`src/rx_event_pkg.sv`:
```
// Constants for the receive event status and interrupt unit
// Overview of operation
// - T1 multiframe flag at each D4/ESF boundary
// - E1 multiframe flag every 2ms, free-runs without CAS; with CAS at each boundary
// - Latch overrun on abort for full FIFO
// - Latch first-byte flag at FIFO head
// - Packet-end on good or faulty finish; read-clear
// - Packet-start on opening byte; read-clear
// - High-watermark flag on rising above-mark edge
// - Nonempty flag on empty-to-nonempty edge only
// - RAI-CI flag only ESF and remote alarm
// - AIS-CI flag only while AIS present
// - SLC alignment flag when pattern and data ready
// - Bit-code detect and clear flags latched
// - E1 Sa6 codeword flag latched
// - E1 Sa change flag for selected bits
// - Per-channel signaling change bits, read-clear
// - Summary change flag for enabled channels, masked
// - Spare pattern from bit 7; short lengths ignore
// - Write first spare register restarts integration
// - Summary register flags pending status registers
// - Summary clears when no unmasked bit remains
// - Mask bit 1 enables, 0 masks; reset 0
// - Per-channel change enables, reset 0
`default_nettype none

package rx_event_pkg;

    localparam logic [7:0] ADDR_STATUS_FOUR  = 8'h93;
    localparam logic [7:0] ADDR_HDLC_EVENT   = 8'h94;
    localparam logic [7:0] ADDR_CODE_LINK    = 8'h96;
    localparam logic [7:0] ADDR_SIG_CHANGE0  = 8'h98;
    localparam logic [7:0] ADDR_SIG_CHANGE1  = 8'h99;
    localparam logic [7:0] ADDR_SIG_CHANGE2  = 8'h9A;
    localparam logic [7:0] ADDR_SIG_CHANGE3  = 8'h9B;
    localparam logic [7:0] ADDR_SPARE_FIRST  = 8'h9C;
    localparam logic [7:0] ADDR_SPARE_SECOND = 8'h9D;
    localparam logic [7:0] ADDR_SUMMARY      = 8'h9F;
    localparam logic [7:0] ADDR_MASK_ONE     = 8'hA0;
    localparam logic [7:0] ADDR_MASK_TWO     = 8'hA1;
    localparam logic [7:0] ADDR_MASK_FOUR    = 8'hA3;
    localparam logic [7:0] ADDR_MASK_HDLC    = 8'hA4;
    localparam logic [7:0] ADDR_MASK_CODE    = 8'hA6;
    localparam logic [7:0] ADDR_SIG_ENABLE0  = 8'hA8;
    localparam logic [7:0] ADDR_SIG_ENABLE1  = 8'hA9;
    localparam logic [7:0] ADDR_SIG_ENABLE2  = 8'hAA;
    localparam logic [7:0] ADDR_SIG_ENABLE3  = 8'hAB;

    // Implemented bits per register; reserved bits read zero
    localparam logic [7:0] USED_STATUS_FOUR = 8'h09;
    localparam logic [7:0] USED_MASK_FOUR   = 8'hEF;
    localparam logic [7:0] USED_MASK_TWO    = 8'h0F;
    localparam logic [7:0] USED_HDLC        = 8'h3F;
    localparam logic [7:0] USED_CODE_LINK   = 8'h3F;
    localparam logic [7:0] RESET_BYTE       = 8'h00;
    localparam logic [7:0] READ_UNMAPPED    = 8'h00;

    localparam int BIT_MULTIFRAME   = 0;
    localparam int BIT_SIG_SUMMARY  = 3;
    localparam int BIT_OVERRUN      = 5;
    localparam int BIT_FIRST_BYTE   = 4;
    localparam int BIT_PACKET_END   = 3;
    localparam int BIT_PACKET_START = 2;
    localparam int BIT_HIGH_MARK    = 1;
    localparam int BIT_NONEMPTY     = 0;
    localparam int BIT_REMOTE_CI    = 5;
    localparam int BIT_AIS_CI       = 4;
    localparam int BIT_SLC_ALIGN    = 3;
    localparam int BIT_LINK_FULL    = 2;
    localparam int BIT_CODE_CLEAR   = 1;
    localparam int BIT_CODE_DETECT  = 0;
    localparam int BIT_SA6_CODEWORD = 1;
    localparam int BIT_SA_CHANGE    = 0;

    localparam int SUM_STATUS_ONE   = 0;
    localparam int SUM_STATUS_TWO   = 1;
    localparam int SUM_STATUS_THREE = 2;
    localparam int SUM_STATUS_FOUR  = 3;
    localparam int SUM_HDLC         = 4;
    localparam int SUM_CODE_LINK    = 6;

    localparam int CHANNELS       = 32;
    localparam int T1_CHANNELS    = 24;
    localparam int SA_BITS        = 5;
    localparam int SPARE_BITS     = 16;

    localparam int CLOCK_PERIOD_NS       = 5;
    localparam int E1_MULTIFRAME_MS_X10  = 20;
    localparam int E1_MULTIFRAME_CYCLES  = (E1_MULTIFRAME_MS_X10 * 100000) / CLOCK_PERIOD_NS;

endpackage : rx_event_pkg

`default_nettype wire

```
`src/rx_event_status_interrupt_unit.sv`:
```
// Receive event latches, masks, summary and interrupt output
`default_nettype none

module rx_event_status_interrupt_unit #(
    parameter int unsigned MF_FREE_CYCLES = rx_event_pkg::E1_MULTIFRAME_CYCLES
) (
    input  wire logic        clock,
    input  wire logic        reset_n,
    // Host port
    input  wire logic [7:0]  hostAddr,
    input  wire logic        hostWrite,
    input  wire logic        hostRead,
    input  wire logic [7:0]  hostWriteData,
    output var  logic [7:0]  hostReadData,
    // Framer context
    input  wire logic        t1Mode,
    input  wire logic        esfMode,
    input  wire logic        casEnabled,
    input  wire logic        multiframeBoundary,
    // HDLC receiver
    input  wire logic        hdlcOverrunAbort,
    input  wire logic        hdlcFirstByteAtHead,
    input  wire logic        hdlcPacketDone,
    input  wire logic        hdlcPacketFault,
    input  wire logic        hdlcOpeningByte,
    input  wire logic        hdlcAboveHighMark,
    input  wire logic        hdlcFifoNonempty,
    // Code, link and Sa detectors
    input  wire logic        remoteAlarmPresent,
    input  wire logic        raiCiPattern,
    input  wire logic        aisPresent,
    input  wire logic        aisCiPattern,
    input  wire logic        slcAlignFound,
    input  wire logic        slcDataReady,
    input  wire logic        dataLinkHoldingFull,
    input  wire logic        bitCodeValid,
    input  wire logic        bitCodeGone,
    input  wire logic        sa6Codeword,
    input  wire logic [4:0]  saBitToggle,
    input  wire logic [4:0]  saBitSelectMask,
    // Signaling and other status sources
    input  wire logic [31:0] signalingToggle,
    input  wire logic [7:0]  latchedStatusOne,
    input  wire logic [7:0]  latchedStatusTwo,
    input  wire logic        statusThreePending,
    // Spare code detector side and interrupt output
    input  wire logic [4:0]  spareLength,
    output var  logic [15:0] sparePattern,
    output var  logic [15:0] spareCareMask,
    output var  logic        spareIntegrationRestart,
    output var  logic        interruptOutN
);

    logic [7:0]  rxLatchedStatusFour;
    logic [7:0]  rxHdlcEventLatch;
    logic [7:0]  rxCodeLinkEventLatch;
    logic [31:0] rxSigChange;
    logic [7:0]  sparePatternDefFirst;
    logic [7:0]  sparePatternDefSecond;
    logic [7:0]  rxAlarmInterruptMask;
    logic [7:0]  rxE1FrameEventMask;
    logic [7:0]  rxMaskFour;
    logic [7:0]  rxMaskHdlc;
    logic [7:0]  rxMaskCode;
    logic [31:0] signalingChangeEnable;
    logic [7:0]  rxInterruptSourceSummary;
    logic        prevAboveHighMark;
    logic        prevFifoNonempty;
    logic [31:0] freeCount;
    logic        freeTick;
    logic        multiframeEvent;
    logic        signalingChangeSummary;
    logic [31:0] channelLive;
    logic [7:0]  setFour;
    logic [7:0]  setHdlc;
    logic [7:0]  setCode;
    logic        readFour;
    logic        readHdlc;
    logic        readCode;
    logic [3:0]  readSig;

    ////////////////////////////////////////////////////////////////////////////
    // Multiframe timing

    // Free-running boundary only counts while E1 runs without CAS
    always_ff @(posedge clock) begin
        if (!reset_n || t1Mode || casEnabled) begin
            freeCount <= 32'h0000_0000;
        end else if (freeTick) begin
            freeCount <= 32'h0000_0000;
        end else begin
            freeCount <= freeCount + 32'h0000_0001;
        end
    end

    assign freeTick = !t1Mode && !casEnabled && (freeCount == 32'(MF_FREE_CYCLES - 1));

    always_comb begin
        if (t1Mode) begin
            multiframeEvent = multiframeBoundary;
        end else begin
            multiframeEvent = casEnabled ? multiframeBoundary : freeTick;
        end
    end

    ////////////////////////////////////////////////////////////////////////////
    // Event sources

    always_ff @(posedge clock) begin
        if (!reset_n) begin
            prevAboveHighMark <= 1'b0;
            prevFifoNonempty  <= 1'b0;
        end else begin
            prevAboveHighMark <= hdlcAboveHighMark;
            prevFifoNonempty  <= hdlcFifoNonempty;
        end
    end

    // Channels 25 to 32 exist only in E1
    assign channelLive = t1Mode ? 32'h00FF_FFFF : 32'hFFFF_FFFF;
    assign signalingChangeSummary = |(signalingToggle & channelLive & signalingChangeEnable);

    always_comb begin
        setFour = 8'h00;
        setFour[rx_event_pkg::BIT_MULTIFRAME]  = multiframeEvent;
        setFour[rx_event_pkg::BIT_SIG_SUMMARY] = signalingChangeSummary;
    end

    always_comb begin
        setHdlc = 8'h00;
        setHdlc[rx_event_pkg::BIT_OVERRUN]      = hdlcOverrunAbort;
        setHdlc[rx_event_pkg::BIT_FIRST_BYTE]   = hdlcFirstByteAtHead;
        setHdlc[rx_event_pkg::BIT_PACKET_END]   = hdlcPacketDone || hdlcPacketFault;
        setHdlc[rx_event_pkg::BIT_PACKET_START] = hdlcOpeningByte;
        setHdlc[rx_event_pkg::BIT_HIGH_MARK]    = hdlcAboveHighMark && !prevAboveHighMark;
        setHdlc[rx_event_pkg::BIT_NONEMPTY]     = hdlcFifoNonempty && !prevFifoNonempty;
    end

    // Bits 1 and 0 mean different events in T1 and E1
    always_comb begin
        setCode = 8'h00;
        if (t1Mode) begin
            setCode[rx_event_pkg::BIT_REMOTE_CI]   = raiCiPattern && esfMode && remoteAlarmPresent;
            setCode[rx_event_pkg::BIT_AIS_CI]      = aisCiPattern && aisPresent;
            setCode[rx_event_pkg::BIT_SLC_ALIGN]   = slcAlignFound && slcDataReady;
            setCode[rx_event_pkg::BIT_LINK_FULL]   = dataLinkHoldingFull;
            setCode[rx_event_pkg::BIT_CODE_CLEAR]  = bitCodeGone;
            setCode[rx_event_pkg::BIT_CODE_DETECT] = bitCodeValid;
        end else begin
            setCode[rx_event_pkg::BIT_SA6_CODEWORD] = sa6Codeword;
            setCode[rx_event_pkg::BIT_SA_CHANGE]    = |(saBitToggle & saBitSelectMask);
        end
    end

    ////////////////////////////////////////////////////////////////////////////
    // Latched status registers

    assign readFour = hostRead && (hostAddr == rx_event_pkg::ADDR_STATUS_FOUR);
    assign readHdlc = hostRead && (hostAddr == rx_event_pkg::ADDR_HDLC_EVENT);
    assign readCode = hostRead && (hostAddr == rx_event_pkg::ADDR_CODE_LINK);

    rx_sticky_bank #(.WIDTH(8)) u_status_four (
        .clock     (clock),
        .reset_n   (reset_n),
        .setEvent  (setFour),
        .readClear (readFour),
        .status    (rxLatchedStatusFour)
    );

    rx_sticky_bank #(.WIDTH(8)) u_hdlc_event (
        .clock     (clock),
        .reset_n   (reset_n),
        .setEvent  (setHdlc),
        .readClear (readHdlc),
        .status    (rxHdlcEventLatch)
    );

    rx_sticky_bank #(.WIDTH(8)) u_code_link (
        .clock     (clock),
        .reset_n   (reset_n),
        .setEvent  (setCode),
        .readClear (readCode),
        .status    (rxCodeLinkEventLatch)
    );

    genvar g;
    generate
        for (g = 0; g < 4; g++) begin : g_sig
            assign readSig[g] = hostRead && (hostAddr == rx_event_pkg::ADDR_SIG_CHANGE0 + 8'(g));
            rx_sticky_bank #(.WIDTH(8)) u_sig_change (
                .clock     (clock),
                .reset_n   (reset_n),
                .setEvent  (signalingToggle[8*g +: 8] & channelLive[8*g +: 8]),
                .readClear (readSig[g]),
                .status    (rxSigChange[8*g +: 8])
            );
        end
    endgenerate

    ////////////////////////////////////////////////////////////////////////////
    // Writable registers

    always_ff @(posedge clock) begin
        if (!reset_n) begin
            rxAlarmInterruptMask  <= rx_event_pkg::RESET_BYTE;
            rxE1FrameEventMask    <= rx_event_pkg::RESET_BYTE;
            rxMaskFour            <= rx_event_pkg::RESET_BYTE;
            rxMaskHdlc            <= rx_event_pkg::RESET_BYTE;
            rxMaskCode            <= rx_event_pkg::RESET_BYTE;
        end else if (hostWrite) begin
            unique case (hostAddr)
                rx_event_pkg::ADDR_MASK_ONE:  rxAlarmInterruptMask <= hostWriteData;
                rx_event_pkg::ADDR_MASK_TWO:  rxE1FrameEventMask   <= hostWriteData & rx_event_pkg::USED_MASK_TWO;
                rx_event_pkg::ADDR_MASK_FOUR: rxMaskFour           <= hostWriteData & rx_event_pkg::USED_MASK_FOUR;
                rx_event_pkg::ADDR_MASK_HDLC: rxMaskHdlc           <= hostWriteData & rx_event_pkg::USED_HDLC;
                rx_event_pkg::ADDR_MASK_CODE: rxMaskCode           <= hostWriteData & rx_event_pkg::USED_CODE_LINK;
                default: ;
            endcase
        end
    end

    generate
        for (g = 0; g < 4; g++) begin : g_enable
            always_ff @(posedge clock) begin
                if (!reset_n) begin
                    signalingChangeEnable[8*g +: 8] <= rx_event_pkg::RESET_BYTE;
                end else if (hostWrite && hostAddr == rx_event_pkg::ADDR_SIG_ENABLE0 + 8'(g)) begin
                    signalingChangeEnable[8*g +: 8] <= hostWriteData;
                end
            end
        end
    endgenerate

    ////////////////////////////////////////////////////////////////////////////
    // Spare code definition

    always_ff @(posedge clock) begin
        if (!reset_n) begin
            sparePatternDefFirst    <= rx_event_pkg::RESET_BYTE;
            sparePatternDefSecond   <= rx_event_pkg::RESET_BYTE;
            spareIntegrationRestart <= 1'b0;
        end else begin
            if (hostWrite && hostAddr == rx_event_pkg::ADDR_SPARE_FIRST) begin
                sparePatternDefFirst <= hostWriteData;
            end
            if (hostWrite && hostAddr == rx_event_pkg::ADDR_SPARE_SECOND) begin
                sparePatternDefSecond <= hostWriteData;
            end
            spareIntegrationRestart <= hostWrite && hostAddr == rx_event_pkg::ADDR_SPARE_FIRST;
        end
    end

    // Pattern starts at bit 7 of the first register; bits past the length are don't care
    always_ff @(posedge clock) begin
        if (!reset_n) begin
            spareCareMask <= 16'h0000;
            sparePattern  <= 16'h0000;
        end else begin
            if (spareLength >= 5'd16) begin
                spareCareMask <= 16'hFFFF;
                sparePattern  <= {sparePatternDefFirst, sparePatternDefSecond};
            end else begin
                spareCareMask <= 16'hFFFF << (5'd16 - spareLength);
                sparePattern  <= {sparePatternDefFirst, sparePatternDefSecond}
                                 & (16'hFFFF << (5'd16 - spareLength));
            end
        end
    end

    ////////////////////////////////////////////////////////////////////////////
    // Summary and interrupt

    always_comb begin
        rxInterruptSourceSummary = 8'h00;
        rxInterruptSourceSummary[rx_event_pkg::SUM_STATUS_ONE]   = |(latchedStatusOne & rxAlarmInterruptMask);
        rxInterruptSourceSummary[rx_event_pkg::SUM_STATUS_TWO]   =
            !t1Mode && |(latchedStatusTwo & rxE1FrameEventMask);
        rxInterruptSourceSummary[rx_event_pkg::SUM_STATUS_THREE] = statusThreePending;
        rxInterruptSourceSummary[rx_event_pkg::SUM_STATUS_FOUR]  = |(rxLatchedStatusFour & rxMaskFour);
        rxInterruptSourceSummary[rx_event_pkg::SUM_HDLC]         = |(rxHdlcEventLatch & rxMaskHdlc);
        rxInterruptSourceSummary[rx_event_pkg::SUM_CODE_LINK]    = |(rxCodeLinkEventLatch & rxMaskCode);
    end

    always_ff @(posedge clock) begin
        if (!reset_n) begin
            interruptOutN <= 1'b1;
        end else begin
            interruptOutN <= ~|rxInterruptSourceSummary;
        end
    end

    ////////////////////////////////////////////////////////////////////////////
    // Read path; data shows the value before any clear

    always_ff @(posedge clock) begin
        if (!reset_n) begin
            hostReadData <= rx_event_pkg::RESET_BYTE;
        end else if (hostRead) begin
            unique case (hostAddr)
                rx_event_pkg::ADDR_STATUS_FOUR:  hostReadData <= rxLatchedStatusFour & rx_event_pkg::USED_STATUS_FOUR;
                rx_event_pkg::ADDR_HDLC_EVENT:   hostReadData <= rxHdlcEventLatch;
                rx_event_pkg::ADDR_CODE_LINK:    hostReadData <= rxCodeLinkEventLatch;
                rx_event_pkg::ADDR_SIG_CHANGE0:  hostReadData <= rxSigChange[7:0];
                rx_event_pkg::ADDR_SIG_CHANGE1:  hostReadData <= rxSigChange[15:8];
                rx_event_pkg::ADDR_SIG_CHANGE2:  hostReadData <= rxSigChange[23:16];
                rx_event_pkg::ADDR_SIG_CHANGE3:  hostReadData <= rxSigChange[31:24];
                rx_event_pkg::ADDR_SPARE_FIRST:  hostReadData <= sparePatternDefFirst;
                rx_event_pkg::ADDR_SPARE_SECOND: hostReadData <= sparePatternDefSecond;
                rx_event_pkg::ADDR_SUMMARY:      hostReadData <= rxInterruptSourceSummary;
                rx_event_pkg::ADDR_MASK_ONE:     hostReadData <= rxAlarmInterruptMask;
                rx_event_pkg::ADDR_MASK_TWO:     hostReadData <= rxE1FrameEventMask;
                rx_event_pkg::ADDR_MASK_FOUR:    hostReadData <= rxMaskFour;
                rx_event_pkg::ADDR_MASK_HDLC:    hostReadData <= rxMaskHdlc;
                rx_event_pkg::ADDR_MASK_CODE:    hostReadData <= rxMaskCode;
                rx_event_pkg::ADDR_SIG_ENABLE0:  hostReadData <= signalingChangeEnable[7:0];
                rx_event_pkg::ADDR_SIG_ENABLE1:  hostReadData <= signalingChangeEnable[15:8];
                rx_event_pkg::ADDR_SIG_ENABLE2:  hostReadData <= signalingChangeEnable[23:16];
                rx_event_pkg::ADDR_SIG_ENABLE3:  hostReadData <= signalingChangeEnable[31:24];
                default:                         hostReadData <= rx_event_pkg::READ_UNMAPPED;
            endcase
        end
    end
endmodule : rx_event_status_interrupt_unit

`default_nettype wire

```
`src/rx_sticky_bank.sv`:
```
// Bank of sticky event flags cleared by a host read
`default_nettype none

module rx_sticky_bank #(
    parameter int WIDTH = 8
) (
    input  wire logic             clock,
    input  wire logic             reset_n,
    input  wire logic [WIDTH-1:0] setEvent,
    input  wire logic             readClear,
    output var  logic [WIDTH-1:0] status
);

    genvar i;
    generate
        for (i = 0; i < WIDTH; i++) begin : g_flag
            always_ff @(posedge clock) begin
                if (!reset_n) begin
                    status[i] <= 1'b0;
                end else if (setEvent[i]) begin
                    status[i] <= 1'b1;
                end else if (readClear) begin
                    status[i] <= 1'b0;
                end
            end
        end
    endgenerate
endmodule : rx_sticky_bank

`default_nettype wire

```
`config.mk`:
```
export PLATFORM = sky130hd
export DESIGN_NAME = rx_event_status_interrupt_unit
export DESIGN_NICKNAME = d
export VERILOG_FILES = /design/src/rx_event_pkg.sv /design/src/rx_event_status_interrupt_unit.sv /design/src/rx_sticky_bank.sv
export SDC_FILE = /design/constraint.sdc
export NUM_CORES = 1
export LEC_CHECK = 0
export BUFFER_PORTS_ARGS = -buffer_cell sky130_fd_sc_hd__clkbuf_2
export CORE_ASPECT_RATIO = 0.8
export CORE_MARGIN = 2
export CORE_UTILIZATION = 50
export DETAILED_ROUTE_END_ITERATION = 16
export PLACE_DENSITY = 0.71
export RECOVER_POWER = 25
export SLEW_MARGIN = 20
export SYNTH_ARGS = -nofsm -noshare
export SYNTH_HDL_FRONTEND = slang
export SYNTH_HIERARCHICAL = 1
export SYNTH_SLANG_ARGS = --single-unit
```
`constraint.sdc`:
```
create_clock -name clock -period 2.2 [get_ports clock]
set_clock_uncertainty 0.2 [all_clocks]
set_input_delay 0 -clock clock [delete_from_list [all_inputs] [get_ports clock]]
set_output_delay 0 -clock clock [all_outputs]
set_load 0.005 [all_outputs]
```
==> run_results.csv <==
group,metric,value,unit
detailed_routing,wire_per_inst,20.6,microns
worst_setup_path,worstSetupEndpointType,"register",
detailed_routing,via_per_inst,5.72,
hold_path,hold-path-endpoint,"interruptOutN$_SDFF_PN1_",
timing,hold_violations,1,
synthesis,yosys_warnings,6,
clocking,cts_tree,"done",
hold_path,min_delay_path_depth,5,
die,fp.dieW,160,microns
clocking,clk-insertion-delay-late,520,ps
cells_and_area,nets,1433,
hold_path,hold_class,"in2reg",
power_and_ir_drop,switching_share,0.241,
job,maxCapViolations,0,
clocking,path_clk_slew,70,ps
worst_setup_path,required,2380,ps
timing,worst_pin_slew,789,ps
die,boundaryPins,147,
worst_setup_path,r2r-end,"freeCount[11]$_SDFF_PP0_",
worst_setup_path,critPathKind,"in2reg",
detailed_routing,drt_iter0_markers,964,
detailed_routing,dr.pass1.iters,5,
die,die_y,129,microns
power_and_ir_drop,p_switching,2.06,mW
detailed_routing,drcViolationCount,0,
power_and_ir_drop,power_density,668,mW/mm^2
synthesis,syn_area_per_cell,9.33,sq um
worst_setup_path,worstPathMaxFanout,10,
synthesis,synthCells,1043,
timing,relSlewSlack,0.474,
placed_design,dpl_cell_area,0.0110,sq mm
hold_path,min-delay-start,"latchedStatusTwo[2]",
timing,drv_slew,0,
timing,period_minus_slack,2130,ps
power_and_ir_drop,internal-power,6.50,mW
die,core_area,0.0190,sq mm
detailed_routing,vias,9112,
cells_and_area,insertedDiodeCount,0,
cells_and_area,area_growth,31.7,%
run_status,violations,"negative hold slack",
run_status,status,"complete, but fails checks",
detailed_routing,drt-total-wl,32900,microns
worst_setup_path,reg2reg_slack,170,ps
timing,rsz0062_at_grt,"no",
power_and_ir_drop,ir_drop,488,uV
grt,grt_antenna_before_repair,0,
cells_and_area,postLayoutCellArea,0.0128,sq mm
cells_and_area,layout-drive-gt1-share,0.185,
timing,setup_violations,0,
timing,layout_worst_path_cycle_share,0.966,
power_and_ir_drop,power.leakage,5.39,nW
cells_and_area,fin_util,0.674,
worst_setup_path,start_kind,"primary input",
placed_design,io_buffers,142,
grt,grt_first_pass_wirelength,49700,microns
timing,fmax,0.471,GHz
timing,tns,0,ps
die,die_area,0.0206,sq mm
clocking,root_buffer,"clkbuf_16",
worst_setup_path,cp.arrival,2310,ps
clocking,h-tree-depth,1,
grt,overflow,0,
die,start_util,0.511,
grt,grt_pass1_vias,8897,
clocking,cts-buffers-inserted,22,
clocking,cts_sinks,210,
grt,grt_usage,0.311,
die,rows,45,
clocking,cts_buffer_depth,3,
grt,grt_max_degree,92,
synthesis,synth_area,0.00973,sq mm
worst_setup_path,reg2regPathDepth,6,
worst_setup_path,rr_startpoint,"freeCount[22]$_SDFF_PP0_",
power_and_ir_drop,pwr-share-seq,0.464,
placed_design,dpl.hpwl,22200,microns
power_and_ir_drop,power.share.combinational,0.102,
placed_design,gp_congestion,0.962,
power_and_ir_drop,power_frac_clock,0.434,
timing,whs,-48.0,ps
detailed_routing,ant_nets,0,
-- registers in the layout, summed over array words and instances (netlist names), 4 cells and up --
register and count:
u_status_four/status 7, sparePatternDefSecond 8, rxMaskFour 7, rxMaskHdlc 6, g_sig.u_sig_change/status 32, rxMaskCode 6, u_hdlc_event/status 8, u_code_link/status 8
signalingChangeEnable 32, rxAlarmInterruptMask 8, freeCount 32, sparePatternDefFirst 8, hostReadData 8, sparePattern 16, rxE1FrameEventMask 4, spareCareMask 16
-- power by group through the flow --
stage	Clock [mW]	Combinational, mW	Sequential, mW
2_1_floorplan	0	0.380	4.03
3_3_place_gp	0	0.666	4.05
3_5_place_dp	0	0.671	4.05
4_1_cts	3.75	0.839	3.96
5_1_grt	3.89	0.929	3.98
6_report	3.72	0.873	3.97
-- critical path: stages --
cell and delay, ps:
dlygate4sd3_1 570, clkbuf_2 160, buf_4 210, nand2_1 160, nor3_1 180, buf_4 210, nor2b_1 70, o21a_1 170
dlygate4sd3_1 570
-- through the flow --
| stage | setup WS, ps | cells | hold slack [ps] | power (mW) |
|---|---|---|---|---|
| finish | 74.8 | 1594 | -48.0 | 8.56 |
| global route | 13.3 | 1594 | 62.2 | 8.80 |
| CTS | 43.4 | 1593 | 28.3 | 8.55 |
| detailed placement | 9.79 | 1440 | 14.1 | 4.72 |
| global placement | 60.3 | 1440 | 11.1 | 4.71 |
| floorplan | 222 | 1051 | -99.2 | 4.41 |
-- repair_timing --
item	4_1_cts	5_1_grt
endpoints found under the hold margin	206	0
gates resized for setup	0	3
hold buffers	115	0
setup endpoints to repair	0	10
buffers inserted	0	2
-- worst max path at each step --
stage                                                   from                                            to  depth (start not counted)
after global placement                           hostAddr[6]                  hostReadData[3]$_SDFFE_PN0P_                          6
final                                               hostRead  g_sig[2].u_sig_change/status[3]$_SDFFE_PN0P_                          9
after detailed placement                         hostAddr[6]                  hostReadData[3]$_SDFFE_PN0P_                          6
after CTS                 rxE1FrameEventMask[3]$_SDFFE_PN0P_                      interruptOutN$_SDFF_PN1_                          5
after global routing                          spareLength[0]                    sparePattern[1]$_SDFF_PN0_                         11
after floorplan                                  hostAddr[2]  g_sig[2].u_sig_change/status[0]$_SDFFE_PN0P_                         10
-- cells in the final DEF, fill, tap and decap left out, types with 4 or more instances in the layout --
| master | instances |
|---|---|
| dfxtp_1 | 210 |
| nor2b_1 | 154 |
| clkbuf_2 | 123 |
| dlygate4sd3_1 | 113 |
| mux2i_1 | 82 |
| o21a_1 | 57 |
| nor2_1 | 53 |
| buf_4 | 51 |
| nand2_1 | 44 |
| nand3_1 | 43 |
| a22oi_1 | 37 |
| o21ai_0 | 37 |
| and2_1 | 25 |
| clkbuf_16 | 23 |
| clkbuf_1 | 22 |
| xor2_1 | 21 |
| nand4_1 | 17 |
| and3_1 | 16 |
| inv_1 | 13 |
| nor3_1 | 12 |
| a22o_1 | 12 |
| a21oi_1 | 12 |
| mux2_2 | 11 |
| nor4_1 | 11 |
| a31oi_1 | 10 |
| a221oi_1 | 9 |
| conb_1 | 9 |
| xnor2_1 | 8 |
| a21boi_0 | 8 |
| ha_1 | 6 |
| clkinv_2 | 6 |
| o22ai_1 | 4 |
| a41oi_1 | 4 |
| clkbuf_8 | 4 |
| buf_12 | 4 |
-- per-layer routing --
metal | global-route usage | vias to the layer above | share of wire
li1 | - | 4267 | -
met1 | 0.433 | 4286 | 0.45
met2 | 0.486 | 484 | 0.42
met3 | 0.0729 | 75 | 0.099
met4 | 0.0901 | 0 | 0.029
met5 | 0 | - | 0
-- layout make-up --
| cell class | count | area (sq um) |
|---|---|---|
| repair buffers | 312 | 2300 |
| multi-input cells | 762 | 5230 |
| well taps | 258 | 323 |
| inverters | 14 | 52.6 |
| flip-flops and latches | 210 | 4200 |
| clock buffers | 29 | 638 |
| clock inverters | 9 | 78.8 |
| fillers | 1534 | 6210 |
Note: power is estimated with default switching activity, not from simulation.
